File: config.mk
export PLATFORM = sky130hd
export DESIGN_NAME = usb_periph_bus_cfg
export DESIGN_NICKNAME = d
export VERILOG_FILES = /design/src/pkg/usb_periph_pkg.sv /design/src/hdl/usb_periph_bus_cfg.sv
export SDC_FILE = /design/constraint.sdc
export NUM_CORES = 1
export LEC_CHECK = 0
export ABC_CLOCK_PERIOD_IN_PS = 12700
export BUFFER_PORTS_ARGS = -buffer_cell sky130_fd_sc_hd__buf_2
export CAP_MARGIN = 15
export CORE_MARGIN = 2
export CORE_UTILIZATION = 55
export DETAILED_ROUTE_END_ITERATION = 7
export PLACE_DENSITY = 0.7
export SETUP_SLACK_MARGIN = 0.02
export SLEW_MARGIN = 10
export SYNTH_ARGS = -nofsm -noshare
export SYNTH_HDL_FRONTEND = slang
export SYNTH_SLANG_ARGS = --single-unit
File: constraint.sdc
create_clock -name pclk -period 12.7 [get_ports pclk]
set_clock_uncertainty 0.05 [all_clocks]
set_input_delay 1.27 -clock pclk [delete_from_list [all_inputs] [get_ports pclk]]
set_output_delay 1.27 -clock pclk [all_outputs]
set_load 0.01 [all_outputs]
File: src/pkg/usb_periph_pkg.sv
// Shared constants and carrier types for the USB peripheral bus and endpoint configuration block
package usb_periph_pkg;

  // ----------------------------------------------------------------
  // Register byte offsets
  // ----------------------------------------------------------------
  localparam logic [7:0] CTRL_OFF      = 8'h00;
  localparam logic [7:0] STATUS_OFF    = 8'h04;
  localparam logic [7:0] MEM_USED_OFF  = 8'h08;
  localparam logic [7:0] DMA_CMD_OFF   = 8'h0C;
  localparam logic [7:0] DMA_DATA_OFF  = 8'h10;
  localparam logic [7:0] CLK_INFO_OFF  = 8'h14;
  localparam logic [7:0] SETUP_EP_OFF  = 8'h40;
  localparam logic [7:0] CTL_OUT_OFF   = 8'h44;
  localparam logic [7:0] CTL_IN_OFF    = 8'h48;
  localparam logic [7:0] EP_BASE_OFF   = 8'h80;

  // ----------------------------------------------------------------
  // Field positions
  // ----------------------------------------------------------------
  localparam int CTRL_SUSP_BIT   = 0;
  localparam int CTRL_TASK_LSB   = 1;
  localparam int DMA_DIR_BIT     = 0;
  localparam int DMA_GO_BIT      = 1;
  localparam int EP_EN_BIT       = 0;
  localparam int EP_TYPE_LSB     = 1;
  localparam int EP_DBL_BIT      = 3;
  localparam int EP_MAX_LSB      = 4;

  // ----------------------------------------------------------------
  // Endpoint set and buffer memory
  // ----------------------------------------------------------------
  localparam int          CFG_EP_COUNT   = 14;
  localparam int          TOTAL_EP_COUNT = 16;
  localparam logic [10:0] SETUP_BUF_SIZE = 11'h008;
  localparam logic [10:0] CTL_EP_SIZE    = 11'h040;
  localparam logic [15:0] BUF_MEM_BYTES  = 16'h2000;
  localparam logic [1:0]  EP_TYPE_ISO    = 2'h1;
  localparam logic [1:0]  EP_TYPE_BULK   = 2'h2;
  localparam logic [1:0]  EP_TYPE_INTR   = 2'h3;
  localparam logic [1:0]  EP_TYPE_CTRL   = 2'h0;

  // ----------------------------------------------------------------
  // Clocking and timing
  // ----------------------------------------------------------------
  localparam int          PCLK_MHZ       = 25;
  localparam logic [7:0]  REF_CLK_MHZ    = 8'h0C;
  localparam logic [7:0]  PLL_MULT       = 8'h28;
  localparam logic [8:0]  SAMPLE_CLK_MHZ = 9'(REF_CLK_MHZ * PLL_MULT);
  localparam int          DMA_STROBE_NS  = 120;
  localparam int          DMA_STROBE_CYC = (DMA_STROBE_NS * PCLK_MHZ + 999) / 1000;
  localparam logic [1:0]  STRAP_SETTLE   = 2'h3;
  localparam int          PIN_SYNC_W     = 24;

  // ----------------------------------------------------------------
  // Carrier types
  // ----------------------------------------------------------------
  typedef struct packed {
    logic [10:0] max_pkt;
    logic        dbl_buf;
    logic [1:0]  ep_type;
    logic        enable;
  } ep_cfg_s;

  typedef struct packed {
    logic split_bus;
    logic rd_wr_style;
    logic addr_indicate;
  } strap_s;

endpackage : usb_periph_pkg

File: src/hdl/usb_periph_bus_cfg.sv
// Bus configuration, strap capture, suspend, DMA bus and endpoint set of the USB peripheral
`timescale 1ns/10ps

// Function
// - Strap low at power-up selects split bus: muxed 8-bit AD plus DMA bus.
// - Strap high at power-up selects generic mode: shared 16-bit data bus.
// - After power-up the bus layout strap pin drives a task-file address output.
// - Wake-up input high blocks suspend and wakes the device when suspended.
// - Suspend output follows the suspend state to switch external power.
// - DMA data bus stays high-impedance until a write-direction DMA command is written.
// - Control outputs are always actively driven, never high-impedance.
// - Sixteen endpoints kept: two control, fourteen configurable, plus set-up buffer.
// - Generic mode DMA is slave only on the shared data bus.
// - Split mode address pin set by second strap; DMA may act as master.
// - Eight kilobytes of buffer memory shared by all enabled endpoints.
// - Each configurable endpoint has own enable, transfer type and packet size.
// - Configurable endpoints may double buffer; control and set-up are single.
// - Both control endpoints have a fixed 64-byte maximum packet size.
// - Runs from 12 MHz reference multiplied forty times to 480 MHz.
// - High-speed and full-speed supported; speed detected without firmware.
// - First strap high: separate read/write strobes; low: direction plus data strobe.
// - Second strap low: pin latches address; high: pin marks address or data.
module usb_periph_bus_cfg (
  // APB slave
  input  wire logic        pclk,
  input  wire logic        presetn,
  input  wire logic        psel,
  input  wire logic        penable,
  input  wire logic        pwrite,
  input  wire logic [31:0] paddr,
  input  wire logic [31:0] pwdata,
  output logic      [31:0] prdata,
  output logic             pready,
  output logic             pslverr,
  // Strap pins; layout and style straps two-way after power-up, address phase strap input only
  input  wire logic        bus_layout_strap_in,
  output logic             bus_layout_strap_out,
  output logic             bus_layout_strap_oe_n,
  input  wire logic        strobe_style_strap_in,
  output logic             strobe_style_strap_out,
  output logic             strobe_style_strap_oe_n,
  input  wire logic        address_phase_strap,
  // Processor bus control pins
  input  wire logic        rd_or_dir_pin,
  input  wire logic        data_strobe_low,
  input  wire logic        address_phase_pin,
  output logic             host_read_q,
  output logic             host_write_q,
  output logic             ad_is_address_q,
  // Mode outputs
  output logic             ad_muxed_q,
  output logic             dma_bus_shared_q,
  output logic             dma_master_ok_q,
  // Power and link
  input  wire logic        resume_request_in,
  input  wire logic        hs_detect_in,
  output logic             suspend_out,
  // DMA bus
  input  wire logic [15:0] dma_data_in,
  output logic      [15:0] dma_data_out,
  output logic             dma_data_oe_n,
  output logic             dma_read_strobe_n,
  output logic             dma_write_strobe_n
);

  // ----------------------------------------------------------------
  // Pin synchronisers
  // ----------------------------------------------------------------
  logic [usb_periph_pkg::PIN_SYNC_W-1:0] sync1_q;
  logic [usb_periph_pkg::PIN_SYNC_W-1:0] sync2_q;

  always_ff @(posedge pclk or negedge presetn) begin
    if (!presetn) begin
      sync1_q <= '0;
      sync2_q <= '0;
    end else begin
      sync1_q <= {dma_data_in, hs_detect_in, address_phase_pin, data_strobe_low,
                  rd_or_dir_pin, resume_request_in, address_phase_strap,
                  strobe_style_strap_in, bus_layout_strap_in};
      sync2_q <= sync1_q;
    end
  end

  logic        layout_s;
  logic        style_s;
  logic        aphase_s;
  logic        wake_s;
  logic        pin_a_s;
  logic        pin_b_s;
  logic        ale_s;
  logic        hs_s;
  logic [15:0] dma_in_s;
  assign {dma_in_s, hs_s, ale_s, pin_b_s, pin_a_s, wake_s, aphase_s, style_s, layout_s} = sync2_q;

  // ----------------------------------------------------------------
  // Strap capture
  // ----------------------------------------------------------------
  // Sampled a few cycles after release so the synchronisers hold real pin levels
  logic [1:0]             settle_q;
  logic                   captured_q;
  usb_periph_pkg::strap_s strap_q;

  always_ff @(posedge pclk or negedge presetn) begin
    if (!presetn) begin
      settle_q   <= 2'h0;
      captured_q <= 1'b0;
      strap_q    <= '0;
    end else if (!captured_q) begin
      if (settle_q == usb_periph_pkg::STRAP_SETTLE) begin
        captured_q <= 1'b1;
        strap_q    <= '{split_bus: !layout_s, rd_wr_style: style_s, addr_indicate: aphase_s};
      end else begin
        settle_q <= settle_q + 2'h1;
      end
    end
  end

  always_ff @(posedge pclk or negedge presetn) begin
    if (!presetn) begin
      ad_muxed_q       <= 1'b0;
      dma_bus_shared_q <= 1'b0;
      dma_master_ok_q  <= 1'b0;
    end else begin
      ad_muxed_q       <= captured_q && strap_q.split_bus;
      dma_bus_shared_q <= captured_q && !strap_q.split_bus;
      dma_master_ok_q  <= captured_q && strap_q.split_bus;
    end
  end

  // ----------------------------------------------------------------
  // Processor bus strobe and address decode
  // ----------------------------------------------------------------
  always_ff @(posedge pclk or negedge presetn) begin
    if (!presetn) begin
      host_read_q     <= 1'b0;
      host_write_q    <= 1'b0;
      ad_is_address_q <= 1'b0;
    end else if (!captured_q) begin
      host_read_q  <= 1'b0;
      host_write_q <= 1'b0;
    end else begin
      if (strap_q.rd_wr_style) begin
        host_read_q  <= !pin_a_s;
        host_write_q <= !pin_b_s;
      end else begin
        host_read_q  <= !pin_b_s && pin_a_s;
        host_write_q <= !pin_b_s && !pin_a_s;
      end
      if (!strap_q.split_bus) begin
        ad_is_address_q <= 1'b1;
      end else if (!strap_q.addr_indicate) begin
        ad_is_address_q <= ale_s;
      end else begin
        ad_is_address_q <= !ale_s;
      end
    end
  end

  // ----------------------------------------------------------------
  // APB register file
  // ----------------------------------------------------------------
  logic        susp_req_q;
  logic [1:0]  task_addr_q;
  logic        dma_dir_q;
  logic        dma_cmd_done_q;
  logic [15:0] dma_out_q;
  logic [15:0] dma_in_q;
  logic [15:0] mem_used_q;
  logic        mem_over_q;
  logic        suspend_q;
  logic        dma_busy_q;
  logic        hs_q;
  logic [31:0] rdata_d;
  logic        err_d;
  logic        ep_hit;
  logic [3:0]  ep_idx;
  logic [7:0]  ep_off;
  logic        wr_fire;

  usb_periph_pkg::ep_cfg_s ep_cfg_q [usb_periph_pkg::CFG_EP_COUNT];

  assign ep_off  = paddr[7:0] - usb_periph_pkg::EP_BASE_OFF;
  assign ep_idx  = ep_off[5:2];
  assign ep_hit  = (paddr[31:8] == 24'h000000) && (paddr[7:0] >= usb_periph_pkg::EP_BASE_OFF)
                   && (ep_off[7:2] < 6'(usb_periph_pkg::CFG_EP_COUNT)) && (paddr[1:0] == 2'h0);
  assign wr_fire = psel && penable && pready && pwrite && !pslverr;

  always_comb begin
    rdata_d = 32'h00000000;
    err_d   = 1'b0;
    if (ep_hit) begin
      rdata_d = 32'(ep_cfg_q[ep_idx]);
    end else if (paddr[31:8] != 24'h000000) begin
      err_d = 1'b1;
    end else begin
      case (paddr[7:0])
        usb_periph_pkg::CTRL_OFF:     rdata_d = {29'h0, task_addr_q, susp_req_q};
        usb_periph_pkg::STATUS_OFF:   rdata_d = {24'h0, dma_busy_q, mem_over_q, hs_q, suspend_q,
                                                 captured_q, strap_q.addr_indicate,
                                                 strap_q.rd_wr_style, strap_q.split_bus};
        usb_periph_pkg::MEM_USED_OFF: rdata_d = {16'h0, mem_used_q};
        usb_periph_pkg::DMA_CMD_OFF:  rdata_d = {30'h0, dma_cmd_done_q, dma_dir_q};
        usb_periph_pkg::DMA_DATA_OFF: rdata_d = {16'h0, dma_dir_q ? dma_in_q : dma_out_q};
        usb_periph_pkg::CLK_INFO_OFF: rdata_d = {7'h0, usb_periph_pkg::SAMPLE_CLK_MHZ,
                                                 usb_periph_pkg::PLL_MULT,
                                                 usb_periph_pkg::REF_CLK_MHZ};
        usb_periph_pkg::SETUP_EP_OFF: rdata_d = 32'({usb_periph_pkg::SETUP_BUF_SIZE, 1'b0,
                                                      usb_periph_pkg::EP_TYPE_CTRL, 1'b1});
        usb_periph_pkg::CTL_OUT_OFF,
        usb_periph_pkg::CTL_IN_OFF:   rdata_d = 32'({usb_periph_pkg::CTL_EP_SIZE, 1'b0,
                                                      usb_periph_pkg::EP_TYPE_CTRL, 1'b1});
        default:                      err_d   = 1'b1;
      endcase
    end
  end

  // One wait-free access phase: answer is prepared in the setup cycle
  always_ff @(posedge pclk or negedge presetn) begin
    if (!presetn) begin
      pready  <= 1'b0;
      pslverr <= 1'b0;
      prdata  <= 32'h00000000;
    end else if (psel && !penable) begin
      pready  <= 1'b1;
      pslverr <= err_d;
      prdata  <= pwrite ? 32'h00000000 : rdata_d;
    end else begin
      pready  <= 1'b0;
      pslverr <= 1'b0;
    end
  end

  always_ff @(posedge pclk or negedge presetn) begin
    if (!presetn) begin
      susp_req_q  <= 1'b0;
      task_addr_q <= 2'h0;
    end else if (wr_fire && paddr[7:0] == usb_periph_pkg::CTRL_OFF) begin
      susp_req_q  <= pwdata[usb_periph_pkg::CTRL_SUSP_BIT];
      task_addr_q <= pwdata[usb_periph_pkg::CTRL_TASK_LSB +: 2];
    end
  end

  // ----------------------------------------------------------------
  // Endpoint configuration and buffer accounting
  // ----------------------------------------------------------------
  logic [12:0] ep_bytes [usb_periph_pkg::CFG_EP_COUNT];

  genvar gi;
  generate
    for (gi = 0; gi < usb_periph_pkg::CFG_EP_COUNT; gi++) begin : g_ep
      always_ff @(posedge pclk or negedge presetn) begin
        if (!presetn) begin
          ep_cfg_q[gi] <= '0;
        end else if (wr_fire && ep_hit && ep_idx == 4'(gi)) begin
          ep_cfg_q[gi] <= '{max_pkt: pwdata[usb_periph_pkg::EP_MAX_LSB +: 11],
                            dbl_buf: pwdata[usb_periph_pkg::EP_DBL_BIT],
                            ep_type: pwdata[usb_periph_pkg::EP_TYPE_LSB +: 2],
                            enable:  pwdata[usb_periph_pkg::EP_EN_BIT]};
        end
      end
      // Disabled endpoints take no buffer space
      assign ep_bytes[gi] = !ep_cfg_q[gi].enable ? 13'h0000 :
                            ep_cfg_q[gi].dbl_buf ? {1'b0, ep_cfg_q[gi].max_pkt, 1'b0} :
                            {2'h0, ep_cfg_q[gi].max_pkt};
    end
  endgenerate

  logic [15:0] mem_sum;
  always_comb begin
    mem_sum = 16'(usb_periph_pkg::SETUP_BUF_SIZE) + 16'(usb_periph_pkg::CTL_EP_SIZE)
              + 16'(usb_periph_pkg::CTL_EP_SIZE);
    for (int i = 0; i < usb_periph_pkg::CFG_EP_COUNT; i++) begin
      mem_sum = mem_sum + 16'(ep_bytes[i]);
    end
  end

  // Over-allocation is only flagged; firmware must reconfigure before enabling traffic
  always_ff @(posedge pclk or negedge presetn) begin
    if (!presetn) begin
      mem_used_q <= 16'h0000;
      mem_over_q <= 1'b0;
    end else begin
      mem_used_q <= mem_sum;
      mem_over_q <= mem_sum > usb_periph_pkg::BUF_MEM_BYTES;
    end
  end

  // ----------------------------------------------------------------
  // Suspend, speed and task-file address pins
  // ----------------------------------------------------------------
  always_ff @(posedge pclk or negedge presetn) begin
    if (!presetn) begin
      suspend_q <= 1'b0;
      hs_q      <= 1'b0;
    end else begin
      hs_q <= hs_s;
      if (wake_s) begin
        suspend_q <= 1'b0;
      end else begin
        suspend_q <= susp_req_q && captured_q;
      end
    end
  end

  assign suspend_out = suspend_q;

  always_ff @(posedge pclk or negedge presetn) begin
    if (!presetn) begin
      bus_layout_strap_oe_n   <= 1'b1;
      strobe_style_strap_oe_n <= 1'b1;
      bus_layout_strap_out    <= 1'b0;
      strobe_style_strap_out  <= 1'b0;
    end else if (captured_q) begin
      bus_layout_strap_oe_n   <= 1'b0;
      strobe_style_strap_oe_n <= 1'b0;
      bus_layout_strap_out    <= task_addr_q[0];
      strobe_style_strap_out  <= task_addr_q[1];
    end
  end

  // ----------------------------------------------------------------
  // DMA command and strobe sequencer
  // ----------------------------------------------------------------
  typedef enum logic [1:0] {DMA_IDLE, DMA_STROBE, DMA_DONE} dma_state_e;
  dma_state_e dma_state_q;
  logic [3:0] dma_cnt_q;
  logic       dma_go;

  // Generic mode is slave only, so a start there is ignored
  assign dma_go = wr_fire && paddr[7:0] == usb_periph_pkg::DMA_CMD_OFF
                  && pwdata[usb_periph_pkg::DMA_GO_BIT] && dma_master_ok_q
                  && dma_state_q == DMA_IDLE;

  always_ff @(posedge pclk or negedge presetn) begin
    if (!presetn) begin
      dma_dir_q      <= 1'b0;
      dma_cmd_done_q <= 1'b0;
      dma_out_q      <= 16'h0000;
    end else begin
      if (wr_fire && paddr[7:0] == usb_periph_pkg::DMA_CMD_OFF) begin
        dma_dir_q      <= pwdata[usb_periph_pkg::DMA_DIR_BIT];
        dma_cmd_done_q <= 1'b1;
      end
      if (wr_fire && paddr[7:0] == usb_periph_pkg::DMA_DATA_OFF) begin
        dma_out_q <= pwdata[15:0];
      end
    end
  end

  always_ff @(posedge pclk or negedge presetn) begin
    if (!presetn) begin
      dma_state_q        <= DMA_IDLE;
      dma_cnt_q          <= 4'h0;
      dma_busy_q         <= 1'b0;
      dma_in_q           <= 16'h0000;
      dma_read_strobe_n  <= 1'b1;
      dma_write_strobe_n <= 1'b1;
    end else begin
      case (dma_state_q)
        DMA_IDLE: begin
          if (dma_go) begin
            dma_state_q        <= DMA_STROBE;
            dma_busy_q         <= 1'b1;
            dma_cnt_q          <= 4'(usb_periph_pkg::DMA_STROBE_CYC - 1);
            dma_read_strobe_n  <= !pwdata[usb_periph_pkg::DMA_DIR_BIT];
            dma_write_strobe_n <= pwdata[usb_periph_pkg::DMA_DIR_BIT];
          end
        end
        DMA_STROBE: begin
          if (dma_cnt_q == 4'h0) begin
            dma_state_q        <= DMA_DONE;
            dma_read_strobe_n  <= 1'b1;
            dma_write_strobe_n <= 1'b1;
            if (dma_dir_q) begin
              dma_in_q <= dma_in_s;
            end
          end else begin
            dma_cnt_q <= dma_cnt_q - 4'h1;
          end
        end
        DMA_DONE: begin
          dma_state_q <= DMA_IDLE;
          dma_busy_q  <= 1'b0;
        end
        default: dma_state_q <= DMA_IDLE;
      endcase
    end
  end

  always_ff @(posedge pclk or negedge presetn) begin
    if (!presetn) begin
      dma_data_oe_n <= 1'b1;
      dma_data_out  <= 16'h0000;
    end else begin
      dma_data_oe_n <= !(dma_cmd_done_q && !dma_dir_q);
      dma_data_out  <= dma_out_q;
    end
  end

  // ----------------------------------------------------------------
  // Checks
  // ----------------------------------------------------------------
  AST_SPLIT_MUX: assert property (@(posedge pclk) disable iff (!presetn)
    captured_q && strap_q.split_bus |=> ad_muxed_q && !dma_bus_shared_q)
    else $error("split strap did not give muxed bus");
  AST_GENERIC_SHARED: assert property (@(posedge pclk) disable iff (!presetn)
    captured_q && !strap_q.split_bus |=> dma_bus_shared_q && !ad_muxed_q)
    else $error("generic strap did not give shared bus");
  AST_STRAP_PIN_OUT: assert property (@(posedge pclk) disable iff (!presetn)
    $rose(captured_q) |=> !bus_layout_strap_oe_n ##1 !bus_layout_strap_oe_n)
    else $error("strap pin not turned to output");
  AST_WAKE_BLOCKS: assert property (@(posedge pclk) disable iff (!presetn)
    wake_s |=> !suspend_out)
    else $error("suspended while wake-up high");
  AST_SUSPEND_CAUSE: assert property (@(posedge pclk) disable iff (!presetn)
    $rose(suspend_out) |-> $past(susp_req_q) && !$past(wake_s))
    else $error("suspend output rose without cause");
  AST_DMA_HIZ: assert property (@(posedge pclk) disable iff (!presetn)
    !dma_cmd_done_q |=> dma_data_oe_n)
    else $error("DMA bus driven before a command");
  AST_SLAVE_ONLY: assert property (@(posedge pclk) disable iff (!presetn)
    captured_q && !strap_q.split_bus ##2 1'b1 |-> dma_read_strobe_n && dma_write_strobe_n)
    else $error("DMA strobe in generic slave mode");
  AST_STROBE_LEN: assert property (@(posedge pclk) disable iff (!presetn)
    $fell(dma_write_strobe_n) |-> !dma_write_strobe_n [*3] ##1 dma_write_strobe_n)
    else $error("DMA write strobe length wrong");
  AST_MEM_LIMIT: assert property (@(posedge pclk) disable iff (!presetn)
    mem_over_q |-> $past(mem_sum) > usb_periph_pkg::BUF_MEM_BYTES)
    else $error("buffer overflow flag without cause");
  AST_RW_STYLE: assert property (@(posedge pclk) disable iff (!presetn)
    captured_q && strap_q.rd_wr_style && !pin_a_s |=> host_read_q)
    else $error("read strobe not decoded");
  AST_ADDR_LATCH: assert property (@(posedge pclk) disable iff (!presetn)
    captured_q && strap_q.split_bus && !strap_q.addr_indicate |=> ad_is_address_q == $past(ale_s))
    else $error("address latch pin not followed");

endmodule : usb_periph_bus_cfg

==> results of run 1 <==
state kept, by name (all words and copies together) (netlist names), 2 cells and up:
register	flops
settle_q	2
sync1_q	24
mem_used_q	16
task_addr_q	2
ep_cfg_q	210
dma_data_out	16
dma_out_q	16
sync2_q	24
prdata	17
strap_q	3
dma_in_q	16
dma_cnt_q	4
dma_state_q	2
kinds of logic after synthesis:
family / synth area share
AOI/OAI and AO/OA: 0.0416
xor gates and xnor gates: 0.00507
adders and majority gates: 0.147
buffers and inverters: 0.0581
DFF: 0.416
muxes: 0.258
other: 0.000167
and+or+nand+nor: 0.0746
cell type report:
class | count | area share
Tap cell | 532 | 0.0269
Inverter | 194 | 0.0294
Clock buffer | 55 | 0.0469
Timing Repair Buffer | 135 | 0.0290
Multi-Input combinational cell | 1152 | 0.478
Clock inverter | 23 | 0.0124
Sequential cell | 373 | 0.377
how the worst max path moves through the flow:
stage,start,to,slack (ns),cells past startpoint
finish,ep_cfg_q[93],mem_over_q,5.38,20
global route,ep_cfg_q[123],mem_over_q,5.18,20
CTS,ep_cfg_q[123],mem_over_q,5.40,20
detailed placement,ep_cfg_q[123],mem_over_q,5.43,20
global placement,ep_cfg_q[138],mem_over_q,5.55,21
floorplan,ep_cfg_q[123],mem_over_q,5.79,22
through the flow:
stage / instance area (um^2) / hold slack [ns] / setup WS [ns] / utilization
2_1_floorplan: 22500 / 0.281 / 5.79 / -
3_3_place_gp: 23300 / 0.285 / 5.55 / 0.575
3_5_place_dp: 23300 / 0.286 / 5.43 / 0.575
4_1_cts: 24800 / 0.301 / 5.40 / 0.611
5_1_grt: 24800 / 0.302 / 5.18 / 0.611
6_report: 24800 / 0.295 / 5.38 / 0.611
power by group:
| group | internal (mW) | total (mW) | switching [mW] |
|---|---|---|---|
| registers | 1.20 | 1.20 | 0.00419 |
| clock network | 0.775 | 1.29 | 0.510 |
| logic | 0.0238 | 0.0953 | 0.0715 |
| total | 2.00 | 2.58 | 0.586 |
layer usage:
metal / global-route usage / vias to the layer above
li1: - / 6367
met3: 0.0377 / 128
met5: 0 / -
met4: 0.114 / 2
met2: 0.456 / 439
met1: 0.368 / 7584
cells in the final DEF (no fill, tap or decap), types with 8 or more instances in the layout:
master	netlist	layout
nand2_1	121	121
mux2i_1	108	108
mux2_2	328	328
nor4_1	10	9
nand3_1	12	12
nor2b_1	77	77
a22o_1	13	13
nand3b_1	15	15
o21ai_0	21	21
ha_1	39	39
clkinv_2	0	9
a21oi_1	35	35
buf_2	17	126
and3_1	12	12
o221ai_1	11	11
o22ai_1	17	17
nor2_1	42	42
conb_1	1	12
clkbuf_16	0	43
clkbuf_1	84	8
mux4_2	45	45
dfrtp_1	369	369
xnor2_1	10	10
fa_1	140	140
inv_1	194	194
==> results.cfg, run 1 <==
[cts]
clkTransAtPathRegs_ns = 0.06
post-cts-setup-buffers = 0
hold_buffers = 0
cts_buffers = 42
h-tree-depth = 2
cts.sinks = 373
cts_resized = 0
root_buffer = clkbuf_16
insertion_delay_ns = 0.57
cts_tree = built
clock_path_buffers = 3

[grt]
grt_first_pass_wirelength_um = 87800
gr-usage-all-layers = 0.275
grt_pass1_vias = 15323
antenna_found_initial = 2
grt-ovfl-total = 0
grt_max_degree = 169

[logic_synthesis]
synth_edf_count = 0
synth_commonest_cells = 369 x dfrtp_1, 328 x mux2_2, 194 x inv_1
synth.ff_latch_count = 373
avgSynthCellArea_um2 = 12.2
synth_top_area_cell = dfrtp_1
syn-instance-count = 1836
synth.most_common_cell = dfrtp_1
ys_seq_area_frac = 0.416
ys.flop_type = dfrtp_1
yosysTopAreaCellShare = 0.411
syn-cell-area_mm2 = 0.0224
synth_cell_type_count = 66
ys_warn_count = 0
async_flop_share = 1.00
synth_area_leaders = dfrtp_1 41%, mux2_2 16%, fa_1 12%, mux2i_1 4.8%, mux4_2 4.5%

[power]
power_mw = 2.58
leakagePower_nw = 11.8
peakVddDrop_uv = 92.2
power.density_mw_per_mm2 = 104

[floorplanning]
fp.dieH_um = 206
start_util = 0.554
io_pins = 157
die_w_um = 206
dieArea_mm2 = 0.0424
core-area_mm2 = 0.0406
num_rows = 74

[worst_setup_path]
cp_max_fo = 14
worstSetupPathType = flip-flop to flip-flop
rrSetupSlack_ns = 5.38
cpPeakStageDelay_ns = 0.77
path_cells = mux2_2 -> nand2_1 -> fa_1 -> fa_1 -> inv_1 -> fa_1 -> fa_1 -> inv_1 -> fa_1 -> fa_1 -> inv_1 -> ha_1 -> inv_1 -> fa_1 -> xnor2_1 -> or3_1 -> or4_1 -> or4_1 -> or4b_1 -> a211o_1
critPathCaptureType = flip-flop
reg2reg_from = ep_cfg_q[93]
ff2ff_path_depth = 20
setup.worst_path.start_class = flip-flop
slowest_stage = dfrtp_1
cp_common_cell = fa_1
worst_ep_required_time_ns = 13.09
crit_arrival_ns = 7.71
path_buf_inv = 4
crit-reg2reg-capture = mem_over_q
crit_family = adder cells

[placement]
routabilityCongestion = 0.918
placedCellCount = 2386
port_buffers = 128
dp_hpwl_um = 41500

[detailed_routing]
detail_route.vias_per_cell = 5.89
met1_length_um = 23700
met3WireLength_um = 2790
drc = 0
dr.pass1.iters = 5
num_vias = 14520
drt_iter0_markers = 1110
post_drt_wl_per_cell_um = 22.8
postRouteAntennaNets = 0
wl_met2_um = 27300
wl_um = 56100
top_layer = met5

[layout]
diodes = 0
syn2layout_area_growth_pct = 10.3
layout.cells.non_filler = 2464
fillers = 3247
seqCellArea_mm2 = 0.00934
multi_input_area_mm2 = 0.0119
drive_above_1_share = 0.308
nets = 2170

[sta]
rsz0062_at_grt = no
layout_min_cycle_time_ns = 7.32
setup_tns_ns = 0
slew_violations = 0
fmax_mhz = 137
timing_hold_violations_final = 0
tightest_slew_ns = 1.14
fin_crit_sh = 0.576
setup_viol = 0
max-slew-margin-rel = 0.237

[outcome]
outcome = completed

[worst_hold_path]
hp-start = sync1_q[0]
hold_class = flip-flop to flip-flop
min_delay_worst_endpoint = sync2_q[0]
whs_path_depth = 0

[job]
drv_cap = 0
Note: power is estimated with default switching activity, not from simulation.
==> run 2: changes to the inputs <==
- ABC_CLOCK_PERIOD_IN_PS: 12700 -> 6000
- PLACE_DENSITY: 0.7 -> 0.73
- clock period: 12.7 -> 6 ns (I/O delays scaled with it)
==> run 2 against run 1 <==
Against the previous run: the flow now finishes with violations (setup timing); critical path depth down 1; count of clock-buffer cells in the layout increased by 1; utilization rose by 3.8 points; flip-flop and latch count unchanged; final cell count rose by 7.1%; combinational power is 120% higher; hold slack lost 0.23 ns; fmax increased by 9.9%; global-route usage up 2.3 points; via count increased by 4.3%.
==> results.cfg, run 2 (synthesis results as in run 1) <==
[worst_hold_path]
hold_class = input port to asynchronous set/reset pin

[sta]
setup_viol = 3
rsz0062_at_grt = yes
setup_tns_ns = -0.961
layout_min_cycle_time_ns = 6.66
timing_hold_violations_final = 0
slew_violations = 0
tightest_slew_ns = 1.08
setup_slack_ns = -0.664
fin_crit_sh = 1.11
max-slew-margin-rel = 0.275
fmax_mhz = 150

[cts]
h-tree-depth = 2
clkTransAtPathRegs_ns = 0.06
cts.sinks = 373
clock_path_buffers = 3
root_buffer = clkbuf_16
cts_tree = built
insertion_delay_ns = 0.58
cts_buffers = 41

[placement]
port_buffers = 128
placedCellCount = 2564
post-place-ws_ns = -0.707
dp_hpwl_um = 45500
routabilityCongestion = 0.923

[detailed_routing]
post_drt_wl_per_cell_um = 23.1
postRouteAntennaNets = 0
drt_iter0_markers = 1141
drc = 0
wl_um = 61000
dr.pass1.iters = 5
detail_route.vias_per_cell = 5.74
num_vias = 15151

[worst_setup_path]
worst_ep_required_time_ns = 6.41
critPathCaptureType = flip-flop
crit_start = ep_cfg_q[63]
crit_arrival_ns = 7.08
reg2reg_from = ep_cfg_q[63]
worstSetupPathType = flip-flop to flip-flop
rrSetupSlack_ns = -0.66
setup.worst_path.start_class = flip-flop
cp_max_fo = 3
ff2ff_path_depth = 19
crit-reg2reg-capture = mem_over_q
endpoint = mem_over_q

[layout]
drive_above_1_share = 0.383
fillers = 3077
layout.cells.non_filler = 2640
nets = 2348
fin_util = 0.648
top_register = ep_cfg_q
syn2layout_area_growth_pct = 17.1
reg_top3 = ep_cfg_q x210, sync1_q x24, sync2_q x24
largest_register_ffs = 210
mostFrequentLayoutCells = 365 x dfrtp_1, 326 x mux2_2, 192 x inv_1, 177 x buf_4, 130 x fa_1
layout_commonest_cell = dfrtp_1

[floorplanning]
start_util = 0.554
num_rows = 74
dieArea_mm2 = 0.0424
fp.dieH_um = 206
core-area_mm2 = 0.0406
die_w_um = 206
io_pins = 157

[grt]
grt_first_pass_wirelength_um = 94600
grt-ovfl-total = 0
gr-usage-all-layers = 0.298
grt_pass1_vias = 16146
antenna_found_initial = 2
grt_max_degree = 136

[outcome]
violations = setup timing
outcome = complete, but fails checks

[power]
peakVddDrop_uv = 190
power_mw = 5.43
leakagePower_nw = 12.8
power.density_mw_per_mm2 = 207

[job]
drv_cap = 0
==> run 2: timing repair <==
item,CTS,global route
setup buffers,1,0
endpoints found under the setup margin,5,6
hold buffers,0,0
pin swaps,10,2
gates resized for setup,20,25
==> run 2: critical path, stage by stage (launching register included) <==
cell and delay [ns]:
dfrtp_1 0.41, buf_6 0.13, mux2_2 0.32, nand2_1 0.08, fa_2 0.47, fa_2 0.62
fa_1 0.45, fa_1 0.40, fa_1 0.54, fa_1 0.42, inv_1 0.07, ha_2 0.17
inv_1 0.05, fa_2 0.34, xnor2_1 0.14, or3_1 0.30, or4_1 0.39, or4_1 0.42
or4b_1 0.48, a211o_1 0.30
==> run 2: how the worst min path moves through the flow <==
stage,from,endpoint,slack [ns],cells after the start
after detailed placement,sync1_q[0],sync2_q[0],0.28,0
final,presetn,dma_out_q[10],0.07,1
after floorplan,presetn,ad_is_address_q,0.25,0
after CTS,dma_data_in[7],sync1_q[15],0.05,1
after global placement,sync1_q[20],sync2_q[20],0.28,0
after global routing,dma_data_in[9],sync1_q[17],0.06,1
==> run 2: through the flow <==
step | area [um^2] | hold WS [ns]
2_1_floorplan | 22700 | 0.254
3_3_place_gp | 24700 | 0.284
3_5_place_dp | 24700 | 0.285
4_1_cts | 26200 | 0.0517
5_1_grt | 26300 | 0.0590
6_report | 26300 | 0.0672
==> run 2: layout make-up <==
type	instances	area (um^2)	area share
tap	532	666	0.0253
timing repair buffer	314	2100	0.0800
multi-input combinational	1152	12000	0.457
clock inverter	18	251	0.00957
inverter	194	728	0.0277
antenna	1	2.50	0.0000952
clock buffer	56	1180	0.0450
sequential	373	9340	0.355
==> run 2: per-layer routing <==
layer  vias to the layer above  global-route usage  wire length (um)
met4                         0               0.120              2620
met2                       466               0.463             28200
li1                       6699                   -                 -
met5                         -                   0                 0
met1                      7878               0.417             26400
met3                       108              0.0546              3700
==> run 2: power by group <==
group | switching (mW) | internal [mW]
registers | 0.00800 | 2.54
clock network | 1.07 | 1.61
logic | 0.154 | 0.0516
total | 1.24 | 4.20
